==> config.mk <==
export PLATFORM = sky130hd
export DESIGN_NAME = cca_top
export DESIGN_NICKNAME = d
export VERILOG_FILES = /design/src/inc/cca_pkg.sv /design/src/rtl/cca_prescaler.sv /design/src/rtl/cca_top.sv
export SDC_FILE = /design/constraint.sdc
export NUM_CORES = 1
export LEC_CHECK = 0
export BUFFER_PORTS_ARGS = -buffer_cell sky130_fd_sc_hd__buf_2
export CAP_MARGIN = 20
export CORE_ASPECT_RATIO = 0.75
export CORE_MARGIN = 4
export CORE_UTILIZATION = 35
export CTS_BUF_LIST = sky130_fd_sc_hd__clkbuf_2 sky130_fd_sc_hd__clkbuf_4 sky130_fd_sc_hd__clkbuf_8
export DETAILED_ROUTE_END_ITERATION = 8
export PLACE_DENSITY_LB_ADDON = 0.15
export SETUP_SLACK_MARGIN = 0.4
export SYNTH_ARGS = -nofsm -noshare
export SYNTH_HDL_FRONTEND = slang
export SYNTH_SLANG_ARGS = --single-unit
==> constraint.sdc <==
create_clock -name clk_sys -period 5.45 [get_ports clk_sys]
set_input_delay 0.8175 -clock clk_sys [delete_from_list [all_inputs] [get_ports clk_sys]]
set_output_delay 0.8175 -clock clk_sys [all_outputs]
set_load 0.005 [all_outputs]
==> src/inc/cca_pkg.sv <==
// Package of constants and types for the calendar clock with alarm
package cca_pkg;

    // ------------------------------------------------------------
    // Register offsets on the I/O bus
    // ------------------------------------------------------------
    localparam logic [7:0] OFS_SECONDS = 8'h00_E0;
    localparam logic [7:0] OFS_MINUTES = 8'h00_E1;
    localparam logic [7:0] OFS_HOURS = 8'h00_E2;
    localparam logic [7:0] OFS_WEEKDAY = 8'h00_E3;
    localparam logic [7:0] OFS_MONTHDAY = 8'h00_E4;
    localparam logic [7:0] OFS_MONTH = 8'h00_E5;
    localparam logic [7:0] OFS_YEAR = 8'h00_E6;
    localparam logic [7:0] OFS_CENTURY = 8'h00_E7;
    localparam logic [7:0] OFS_ALM_SECONDS = 8'h00_E8;
    localparam logic [7:0] OFS_ALM_MINUTES = 8'h00_E9;
    localparam logic [7:0] OFS_ALM_HOURS = 8'h00_EA;
    localparam logic [7:0] OFS_ALM_WEEKDAY = 8'h00_EB;
    localparam logic [7:0] OFS_ALM_ENABLE = 8'h00_EC;
    localparam logic [7:0] OFS_CONTROL = 8'h00_ED;

    // ------------------------------------------------------------
    // Control register bit positions
    // ------------------------------------------------------------
    localparam int CTL_UNLOCK_BIT = 0;
    localparam int CTL_LINE50_BIT = 3;
    localparam int CTL_CLKSEL_BIT = 4;
    localparam int CTL_BCD_BIT = 5;
    localparam int CTL_INTEN_BIT = 6;
    localparam int CTL_ALARM_BIT = 7;

    // Alarm enable bit positions
    localparam int AEN_SEC_BIT = 0;
    localparam int AEN_MIN_BIT = 1;
    localparam int AEN_HRS_BIT = 2;
    localparam int AEN_DOW_BIT = 3;

    // ------------------------------------------------------------
    // Reset values
    // ------------------------------------------------------------
    localparam logic [7:0] RST_CONTROL = 8'h00_00;
    localparam logic [3:0] RST_ALM_ENABLE = 4'h0;
    localparam logic [7:0] RST_RDATA = 8'h00_00;

    // ------------------------------------------------------------
    // Count limits, binary form
    // ------------------------------------------------------------
    localparam logic [7:0] SEC_MAX = 8'h00_3B;
    localparam logic [7:0] MIN_MAX = 8'h00_3B;
    localparam logic [7:0] HRS_MAX = 8'h00_17;
    localparam logic [7:0] DOW_MIN = 8'h00_01;
    localparam logic [7:0] DOW_MAX = 8'h00_07;
    localparam logic [7:0] DOM_MIN = 8'h00_01;
    localparam logic [7:0] MON_MIN = 8'h00_01;
    localparam logic [7:0] MON_MAX = 8'h00_0C;
    localparam logic [7:0] YR_MAX = 8'h00_63;
    localparam logic [7:0] CEN_MAX = 8'h00_63;

    // ------------------------------------------------------------
    // Source edges per second
    // ------------------------------------------------------------
    localparam logic [15:0] XTAL_EDGES_PER_SEC = 16'h8000;
    localparam logic [15:0] LINE50_EDGES_PER_SEC = 16'h0032;
    localparam logic [15:0] LINE60_EDGES_PER_SEC = 16'h003C;

    // ------------------------------------------------------------
    // Bus request carrier
    // ------------------------------------------------------------
    typedef struct packed {
        logic rd;
        logic wr;
        logic [7:0] addr;
        logic [7:0] wdata;
    } cca_io_req_t;

    // Prescaler state
    typedef struct packed {
        logic [15:0] edges;
        logic src_prev;
        logic tick;
    } cca_pre_state_t;

    // Main block state
    typedef struct packed {
        logic [7:0] seconds_count;
        logic [7:0] minutes_count;
        logic [7:0] hours_count;
        logic [3:0] weekday_count;
        logic [7:0] monthday_count;
        logic [7:0] month_count;
        logic [7:0] year_count;
        logic [7:0] century_count;
        logic [7:0] alm_seconds;
        logic [7:0] alm_minutes;
        logic [7:0] alm_hours;
        logic [3:0] alm_weekday;
        logic [3:0] alm_enable;
        logic unlock;
        logic line50;
        logic clk_sel;
        logic bcd_en;
        logic int_en;
        logic alarm_flag;
        logic alarm_irq;
        logic cmp_req;
        logic [7:0] rdata;
    } cca_state_t;

endpackage

==> src/rtl/cca_prescaler.sv <==
// Divider from the count source down to one pulse per second
`timescale 1ns/1ps
module cca_prescaler (
    // Clock and reset
    input wire logic clk_sys,
    input wire logic rst_n,
    // Source and control
    input wire logic src_level,
    input wire logic clr,
    input wire logic run,
    input wire logic [15:0] edges_per_sec,
    // Output
    output logic sec_tick
);

    cca_pkg::cca_pre_state_t st;
    cca_pkg::cca_pre_state_t next_st;

    // ------------------------------------------------------------
    // Edge counting
    // ------------------------------------------------------------
    always_comb begin
        next_st = st;
        next_st.src_prev = src_level;
        next_st.tick = 1'b0;
        if (clr || !run) begin
            next_st.edges = 16'h0000;
        end else if (src_level && !st.src_prev) begin
            if (st.edges == 16'(edges_per_sec - 16'h0001)) begin
                next_st.edges = 16'h0000;
                next_st.tick = 1'b1;
            end else begin
                next_st.edges = 16'(st.edges + 16'h0001);
            end
        end
    end

    always_ff @(posedge clk_sys) begin
        if (!rst_n) begin
            st <= '0;
        end else begin
            st <= next_st;
        end
    end

    assign sec_tick = st.tick;

endmodule // cca_prescaler

==> src/rtl/cca_top.sv <==
// Calendar clock with alarm, register file and count logic
//
// Overview of operation
// Keep seconds to century counts, hours in 24-hour form.
// One format bit switches all count and alarm registers binary or BCD.
// Day of month rolls by month length, leap years handled.
// Alarm fires only when every enabled set-point equals its count.
// Alarm sets the flag; interrupt raised only if interrupt enable set.
// Reading control clears alarm flag and pending interrupt.
// Alarm set-points and enables writable whether locked or not.
// Alarm compared each time the count advances, once a second.
// Writing unlock as 0 forces an alarm comparison.
// Source is crystal or 50/60 Hz line; divider follows selection.
// Every control write resets the divider.
// After reset counts undefined and all alarm enables cleared.
// Host unlocks, sets time, sets alarms, then locks.
// Clearing unlock resets then enables the divider.
// Unlocked halts counting and opens count writes; locked ignores them.
// Reset leaves the clock locked.
// Count registers keep contents through reset.
// Seconds: BCD tens 0-5 in [7:4], ones 0-9; binary 0 to 3Bh.
// Minutes: BCD tens 0-5, ones 0-9; binary 0 to 3Bh.
// Hours: BCD tens 0-2, ones 0-9; binary 0 to 17h.
// Weekday in low four bits from 01h; upper bits read zero.
// Day of month 01h to 1Fh, month 01h to 0Ch.
// Year and century 00h to 63h binary, digits 0-9 in BCD.
// Divider gives one pulse a second, carried up through the calendar.
`timescale 1ns/1ps
module cca_top (
    // Clock and reset
    input wire logic clk_sys,
    input wire logic rst_n,
    // I/O bus
    input wire cca_pkg::cca_io_req_t io_req,
    output logic [7:0] io_rdata,
    // Count source
    input wire logic crystal_out_pin,
    // Interrupt
    output logic alarm_irq
);

    cca_pkg::cca_state_t st;
    cca_pkg::cca_state_t next_st;
    logic sec_tick;
    logic ctl_wr;
    logic [15:0] edges_per_sec;

    // ------------------------------------------------------------
    // Helper functions
    // ------------------------------------------------------------
    function automatic logic [7:0] to_bcd(input logic [7:0] b);
        logic [7:0] t;
        logic [7:0] o;
        t = b / 8'h0A;
        o = b % 8'h0A;
        return {t[3:0], o[3:0]};
    endfunction

    function automatic logic [7:0] from_bcd(input logic [7:0] v);
        return 8'({4'h0, v[7:4]} * 8'h0A + {4'h0, v[3:0]});
    endfunction

    // Returns {carry, next value}
    function automatic logic [8:0] bump(input logic [7:0] val, input logic [7:0] lo,
                                        input logic [7:0] hi, input logic bcd);
        logic [7:0] hi_f;
        logic [7:0] lo_f;
        hi_f = bcd ? to_bcd(hi) : hi;
        lo_f = bcd ? to_bcd(lo) : lo;
        if (val == hi_f) begin
            return {1'b1, lo_f};
        end else if (bcd && val[3:0] == 4'h9) begin
            return {1'b0, 4'(val[7:4] + 4'h1), 4'h0};
        end else begin
            return {1'b0, 8'(val + 8'h01)};
        end
    endfunction

    function automatic logic [7:0] month_len(input logic [7:0] mon, input logic leap);
        case (mon)
            8'h02: month_len = leap ? 8'h1D : 8'h1C;
            8'h04, 8'h06, 8'h09, 8'h0B: month_len = 8'h1E;
            default: month_len = 8'h1F;
        endcase
    endfunction

    // ------------------------------------------------------------
    // Divider
    // ------------------------------------------------------------
    assign ctl_wr = io_req.wr && io_req.addr == cca_pkg::OFS_CONTROL;

    always_comb begin
        if (!st.clk_sel) begin
            edges_per_sec = cca_pkg::XTAL_EDGES_PER_SEC;
        end else if (st.line50) begin
            edges_per_sec = cca_pkg::LINE50_EDGES_PER_SEC;
        end else begin
            edges_per_sec = cca_pkg::LINE60_EDGES_PER_SEC;
        end
    end

    cca_prescaler u_prescaler (
        .clk_sys(clk_sys),
        .rst_n(rst_n),
        .src_level(crystal_out_pin),
        .clr(ctl_wr),
        .run(!st.unlock),
        .edges_per_sec(edges_per_sec),
        .sec_tick(sec_tick)
    );

    // ------------------------------------------------------------
    // Next state
    // ------------------------------------------------------------
    logic [8:0] r_sec;
    logic [8:0] r_min;
    logic [8:0] r_hrs;
    logic [8:0] r_dow;
    logic [8:0] r_dom;
    logic [8:0] r_mon;
    logic [8:0] r_yr;
    logic [8:0] r_cen;
    logic [7:0] yr_b;
    logic [7:0] cen_b;
    logic leap;
    logic hit;
    logic [7:0] rd_mux;

    always_comb begin
        next_st = st;
        next_st.cmp_req = 1'b0;
        yr_b = st.bcd_en ? from_bcd(st.year_count) : st.year_count;
        cen_b = st.bcd_en ? from_bcd(st.century_count) : st.century_count;
        leap = (yr_b[1:0] == 2'b00) && ((yr_b != 8'h00) || (cen_b[1:0] == 2'b00));
        r_sec = bump(st.seconds_count, 8'h00, cca_pkg::SEC_MAX, st.bcd_en);
        r_min = bump(st.minutes_count, 8'h00, cca_pkg::MIN_MAX, st.bcd_en);
        r_hrs = bump(st.hours_count, 8'h00, cca_pkg::HRS_MAX, st.bcd_en);
        r_dow = bump({4'h0, st.weekday_count}, cca_pkg::DOW_MIN, cca_pkg::DOW_MAX,
                     1'b0);
        r_dom = bump(st.monthday_count, cca_pkg::DOM_MIN,
                     month_len(st.bcd_en ? from_bcd(st.month_count) : st.month_count,
                               leap), st.bcd_en);
        r_mon = bump(st.month_count, cca_pkg::MON_MIN, cca_pkg::MON_MAX, st.bcd_en);
        r_yr = bump(st.year_count, 8'h00, cca_pkg::YR_MAX, st.bcd_en);
        r_cen = bump(st.century_count, 8'h00, cca_pkg::CEN_MAX, st.bcd_en);

        // Once-a-second advance, carried upward
        if (sec_tick && !st.unlock) begin
            next_st.cmp_req = 1'b1;
            next_st.seconds_count = r_sec[7:0];
            if (r_sec[8]) begin
                next_st.minutes_count = r_min[7:0];
                if (r_min[8]) begin
                    next_st.hours_count = r_hrs[7:0];
                    if (r_hrs[8]) begin
                        next_st.weekday_count = r_dow[3:0];
                        next_st.monthday_count = r_dom[7:0];
                        if (r_dom[8]) begin
                            next_st.month_count = r_mon[7:0];
                            if (r_mon[8]) begin
                                next_st.year_count = r_yr[7:0];
                                if (r_yr[8]) begin
                                    next_st.century_count = r_cen[7:0];
                                end
                            end
                        end
                    end
                end
            end
        end

        // Register writes
        if (io_req.wr) begin
            if (st.unlock) begin
                case (io_req.addr)
                    cca_pkg::OFS_SECONDS: next_st.seconds_count = io_req.wdata;
                    cca_pkg::OFS_MINUTES: next_st.minutes_count = io_req.wdata;
                    cca_pkg::OFS_HOURS: next_st.hours_count = io_req.wdata;
                    cca_pkg::OFS_WEEKDAY: next_st.weekday_count = io_req.wdata[3:0];
                    cca_pkg::OFS_MONTHDAY: next_st.monthday_count = io_req.wdata;
                    cca_pkg::OFS_MONTH: next_st.month_count = io_req.wdata;
                    cca_pkg::OFS_YEAR: next_st.year_count = io_req.wdata;
                    cca_pkg::OFS_CENTURY: next_st.century_count = io_req.wdata;
                    default: ;
                endcase
            end
            case (io_req.addr)
                cca_pkg::OFS_ALM_SECONDS: next_st.alm_seconds = io_req.wdata;
                cca_pkg::OFS_ALM_MINUTES: next_st.alm_minutes = io_req.wdata;
                cca_pkg::OFS_ALM_HOURS: next_st.alm_hours = io_req.wdata;
                cca_pkg::OFS_ALM_WEEKDAY: next_st.alm_weekday = io_req.wdata[3:0];
                cca_pkg::OFS_ALM_ENABLE: next_st.alm_enable = io_req.wdata[3:0];
                cca_pkg::OFS_CONTROL: begin
                    next_st.unlock = io_req.wdata[cca_pkg::CTL_UNLOCK_BIT];
                    next_st.line50 = io_req.wdata[cca_pkg::CTL_LINE50_BIT];
                    next_st.clk_sel = io_req.wdata[cca_pkg::CTL_CLKSEL_BIT];
                    next_st.bcd_en = io_req.wdata[cca_pkg::CTL_BCD_BIT];
                    next_st.int_en = io_req.wdata[cca_pkg::CTL_INTEN_BIT];
                    if (!io_req.wdata[cca_pkg::CTL_UNLOCK_BIT]) begin
                        next_st.cmp_req = 1'b1;
                    end
                end
                default: ;
            endcase
        end

        // Alarm comparison, one cycle after its request
        hit = st.cmp_req && (st.alm_enable != 4'h0)
            && (!st.alm_enable[cca_pkg::AEN_SEC_BIT] || st.alm_seconds == st.seconds_count)
            && (!st.alm_enable[cca_pkg::AEN_MIN_BIT] || st.alm_minutes == st.minutes_count)
            && (!st.alm_enable[cca_pkg::AEN_HRS_BIT] || st.alm_hours == st.hours_count)
            && (!st.alm_enable[cca_pkg::AEN_DOW_BIT]
                || st.alm_weekday == st.weekday_count);

        // Read data and read side effect
        case (io_req.addr)
            cca_pkg::OFS_SECONDS: rd_mux = st.seconds_count;
            cca_pkg::OFS_MINUTES: rd_mux = st.minutes_count;
            cca_pkg::OFS_HOURS: rd_mux = st.hours_count;
            cca_pkg::OFS_WEEKDAY: rd_mux = {4'h0, st.weekday_count};
            cca_pkg::OFS_MONTHDAY: rd_mux = st.monthday_count;
            cca_pkg::OFS_MONTH: rd_mux = st.month_count;
            cca_pkg::OFS_YEAR: rd_mux = st.year_count;
            cca_pkg::OFS_CENTURY: rd_mux = st.century_count;
            cca_pkg::OFS_ALM_SECONDS: rd_mux = st.alm_seconds;
            cca_pkg::OFS_ALM_MINUTES: rd_mux = st.alm_minutes;
            cca_pkg::OFS_ALM_HOURS: rd_mux = st.alm_hours;
            cca_pkg::OFS_ALM_WEEKDAY: rd_mux = {4'h0, st.alm_weekday};
            cca_pkg::OFS_ALM_ENABLE: rd_mux = {4'h0, st.alm_enable};
            cca_pkg::OFS_CONTROL: rd_mux = {st.alarm_flag, st.int_en, st.bcd_en, st.clk_sel,
                                            st.line50, 2'b00, st.unlock};
            default: rd_mux = 8'h00;
        endcase
        if (io_req.rd) begin
            next_st.rdata = rd_mux;
            if (io_req.addr == cca_pkg::OFS_CONTROL) begin
                next_st.alarm_flag = 1'b0;
                next_st.alarm_irq = 1'b0;
            end
        end

        // Set wins over the read clear
        if (hit) begin
            next_st.alarm_flag = 1'b1;
            if (st.int_en) begin
                next_st.alarm_irq = 1'b1;
            end
        end
    end

    // ------------------------------------------------------------
    // State register
    // ------------------------------------------------------------
    always_ff @(posedge clk_sys) begin
        if (!rst_n) begin
            st.seconds_count <= st.seconds_count;
            st.minutes_count <= st.minutes_count;
            st.hours_count <= st.hours_count;
            st.weekday_count <= st.weekday_count;
            st.monthday_count <= st.monthday_count;
            st.month_count <= st.month_count;
            st.year_count <= st.year_count;
            st.century_count <= st.century_count;
            st.alm_seconds <= st.alm_seconds;
            st.alm_minutes <= st.alm_minutes;
            st.alm_hours <= st.alm_hours;
            st.alm_weekday <= st.alm_weekday;
            st.alm_enable <= cca_pkg::RST_ALM_ENABLE;
            st.unlock <= cca_pkg::RST_CONTROL[cca_pkg::CTL_UNLOCK_BIT];
            st.line50 <= cca_pkg::RST_CONTROL[cca_pkg::CTL_LINE50_BIT];
            st.clk_sel <= cca_pkg::RST_CONTROL[cca_pkg::CTL_CLKSEL_BIT];
            st.bcd_en <= cca_pkg::RST_CONTROL[cca_pkg::CTL_BCD_BIT];
            st.int_en <= cca_pkg::RST_CONTROL[cca_pkg::CTL_INTEN_BIT];
            st.alarm_flag <= cca_pkg::RST_CONTROL[cca_pkg::CTL_ALARM_BIT];
            st.alarm_irq <= 1'b0;
            st.cmp_req <= 1'b0;
            st.rdata <= cca_pkg::RST_RDATA;
        end else begin
            st <= next_st;
        end
    end

    assign io_rdata = st.rdata;
    assign alarm_irq = st.alarm_irq;

endmodule // cca_top
==> run_results.csv <==
group,metric,value,unit
clocking,post_cts_hold_buffer_count,0,
logic_synthesis,synth_sequential_area_ratio,0.366,
cells_and_area,antennaDiodeCount,0,
clocking,post_cts.repair.setup_buffers,0,
power,swShare,0.273,
power,power_report.internal_total,1660,uW
floorplanning,dieHeight,149,um
outcome,outcome,"finished clean",
timing,maxSlewHeadroom,0.290,
logic_synthesis,commonest_register_cell_after_synthesis,"sky130_fd_sc_hd__edfxtp_1",
logic_synthesis,syn_area_per_cell,8.80,sq um
clocking,clock_tree_from_tritoncts,"yes",
power,power_density,227,nW/um^2
timing,max_clock_freq,0.227,GHz
placement,post-dp-hpwl,22.4,mm
cells_and_area,area.growth.synth_to_final,7.97,%
logic_synthesis,synth_cell_type_count,84,
critical_path,worstPathCellList,"ha_1, ha_1, fa_1, nand2_1, o41ai_1, o21ai_0, o41a_1, and4_2, nor4_1, o21a_1, o31ai_1",
timing,finalHoldViolations,0,
floorplanning,starting_density_of_the_core,0.357,
clocking,post_cts_resize_count,0,
logic_synthesis,count_of_flip_flops_with_a_built_in_enable_after_synthesis,88,
power,power.sequential.fraction,0.491,
placement,dpl.cell_count,1369,
grt,first_global_vias,7679,
timing,fin_worst_skew,0.0119,ns
drt,post_drt_via_cell_ratio,5.89,
drt,detailroute.via_count,8246,
grt,antenna_violations_before_repair,0,
critical_path,timing.critical_path.arrival,4.60,ns
min_path,min_delay_worst_endpoint,"st[10]",
grt,grt_remaining_overflow,0,
cells_and_area,nets,1107,
logic_synthesis,async_flop_share,0,
critical_path,worst_path_largest_cell_delay,0.74,ns
logic_synthesis,synth-warning-count,0,
timing,finalSetupViolations,0,
critical_path,cp.required,5.64,ns
run,max_cap_violations,0,
critical_path,worstSetupEndpointType,"flop",
cells_and_area,post_route_cells_drive_above_1_share,0.0956,
power,clock_power_share,0.398,
timing,fin_setup_tns,0,ns
clocking,cts.sinks,126,
floorplanning,core_region_area,26000,sq um
logic_synthesis,post_syn_nets,1119,
critical_path,crit_path_top_delay_cell,"sky130_fd_sc_hd__nor4_1",
min_path,hold_path.class,"reg2reg",
power,p_comb_frac,0.111,
placement,placement.cell_area,9620,sq um
critical_path,r2r_setup_slack,1.04,ns
logic_synthesis,netlist_area,9300,sq um
critical_path,startpoint_type,"flop",
power,irDropWorstVdd,0.170,mV
cells_and_area,layout.cell_area.non_filler,10000,sq um
critical_path,critical-path-top-delay-family,"compound AO/OA/AOI/OAI gates",
timing,finalWorstSetupSlack,1.04,ns
cells_and_area,mostFrequentLayoutCell,"sky130_fd_sc_hd__nor2_1",
logic_synthesis,ys_ff_latch,126,
critical_path,worst-setup-path-type,"reg2reg",
critical_path,cp.buffers_inverters,0,
floorplanning,placementRows,51,
clocking,cts-htree-levels,4,
power,p_leak,0.00343,uW
clocking,cts-root-buf,"sky130_fd_sc_hd__clkbuf_8",
critical_path,worstRegToRegCells,11,
cells_and_area,layout.core_utilization,0.386,
grt,gr-usage-all-layers,0.212,
placement,io_buffer_count,29,
critical_path,worst_path_most_repeated_cell,"sky130_fd_sc_hd__ha_1",
floorplanning,floorplan.io_pins,30,
floorplanning,die_area,29300,sq um
drt,detail_route.first_pass.iterations,5,
drt,drtIter0Drc,1016,
drt,detail_route.drc_violations,0,
timing,final_min_period_over_clock_period,0.809,
drt,totalWireLength,31.0,mm
placement,preCtsSetupSlack,1.08,ns
cells_and_area,most-common-layout-cells,"112 x sky130_fd_sc_hd__nor2_1, 96 x sky130_fd_sc_hd__nand2_1, 88 x sky130_fd_sc_hd__edfxtp_1, 58 x sky130_fd_sc_hd__nand3_1, 58 x sky130_fd_sc_hd__a21oi_1",
timing,timing_max_transition_violations_final,0,
min_path,hold_path_depth,2,
logic_synthesis,postSynthCellCount,1057,
power,switchingPower,622,uW
clocking,cts_buffer_depth,2,
drt,antenna_left,0,
critical_path,regToRegEndpoint,"st[54]",
timing,timing_worst_slew_pin_value,1.06,ns
timing,period_needed,4.41,ns
min_path,min-delay-start,"st[10]",
clocking,cts_buffers,17,
grt,largest_net_degree_at_the_start_of_global_routing,46,
placement,placer_congestion,0.938,
floorplanning,die_w,196,um
clocking,clkLatencyLatePin,0.46,ns
grt,grt_first_pass_wirelength,47.7,mm
cells_and_area,layout.cells.non_filler,1401,
clocking,worst_setup_hold_path_clk_slew,0.08,ns
drt,drt-wirelength-per-cell,22.1,um
critical_path,crit_fanout,11,
timing,setup_repair_after_global_routing_missed_its_margin,"no",
critical_path,r2r_start,"st[69]",
-- sequential cells by signal, summed over array words and instances, names as in the netlist --
name and flops:
u_prescaler.sec_tick 1, alarm_irq 1, io_rdata 8, st 99, u_prescaler.st 17
-- stage by stage --
| stage | hold WS, ns | power [uW] |
|---|---|---|
| global placement | 0.485 | 1390 |
| floorplan | 0.441 | 1290 |
| detailed placement | 0.485 | 1390 |
| CTS | 0.498 | 2290 |
| global route | 0.539 | 2370 |
| finish | 0.506 | 2280 |
-- kinds of logic after synthesis --
family,count (synthesis),share of synthesized area
buffers and inverters,103,0.0502
and+or+nand+nor,447,0.252
xor gates and xnor gates,60,0.0565
adders and majority gates,41,0.0584
AOI/OAI and AO/OA,248,0.173
DFF,126,0.366
muxes,32,0.0445
-- tightest hold or removal path, stage by stage, from the launching register on --
cell and delay [ns]:
sky130_fd_sc_hd__dfxtp_1 0.34, sky130_fd_sc_hd__nand2_1 0.06, sky130_fd_sc_hd__a21boi_0 0.06
-- synthesized netlist by cell type, drive strengths merged (6+ instances only) --
cell type  instances  area (sq um)
or3                8          50.1
ha                37           463
nor2b             16           100
o211ai             8          60.1
a21oi             58           290
nand2             96           360
nand3b             6          45.0
nand4             21           153
and3              13          81.3
nor3              26           130
o31ai              7          52.6
o22ai             13          81.3
a211oi             7          52.6
dfxtp             38           761
edfxtp            88          2640
a21boi             8          60.1
xnor2             33           289
a221oi             6          52.6
nor2             113           427
nand4b            10          87.6
buf               24           145
mux2i             20           200
o21ai             57           285
or4                7          56.3
inv               29           109
and2              11          68.8
nor4              15           115
nand3             59           300
xor2              27           236
a31oi             22           138
nand2b            16           100
o21a               8          60.1
clkbuf            50           213
a22oi             15           113
mux4               7           158
-- worst max-delay path by stage --
stage	start	to	slack (ns)	depth (start not counted)
finish	st[69]	st[54]	1.04	11
global route	st[69]	st[58]	0.76	11
global placement	st[69]	st[58]	1.16	11
CTS	st[69]	st[58]	1.07	11
floorplan	st[69]	st[58]	1.64	12
detailed placement	st[69]	st[58]	1.08	11
-- routing by layer --
layer | vias to the layer above | global-route usage | share of wire
li1 | 3913 | - | -
met1 | 3995 | 0.336 | 0.49
met2 | 318 | 0.297 | 0.42
met3 | 20 | 0.0404 | 0.081
met4 | 0 | 0.0450 | 0.011
met5 | - | 0 | 0
-- power groups by stage --
stage | clock (uW) | combinational, uW | sequential, uW
2_1_floorplan | 0 | 187 | 1100
3_3_place_gp | 0 | 250 | 1140
3_5_place_dp | 0 | 249 | 1140
4_1_cts | 922 | 251 | 1120
5_1_grt | 965 | 279 | 1120
6_report | 906 | 253 | 1120
-- layout make-up --
cell class | count | area [sq um]
Fill cell | 2698 | 16000
Multi-Input combinational cell | 828 | 5430
Sequential cell | 126 | 3400
Tap cell | 344 | 430
Timing Repair Buffer | 43 | 250
Clock buffer | 19 | 249
Clock inverter | 12 | 169
Inverter | 29 | 109
Power figures use the tool's default switching activity.
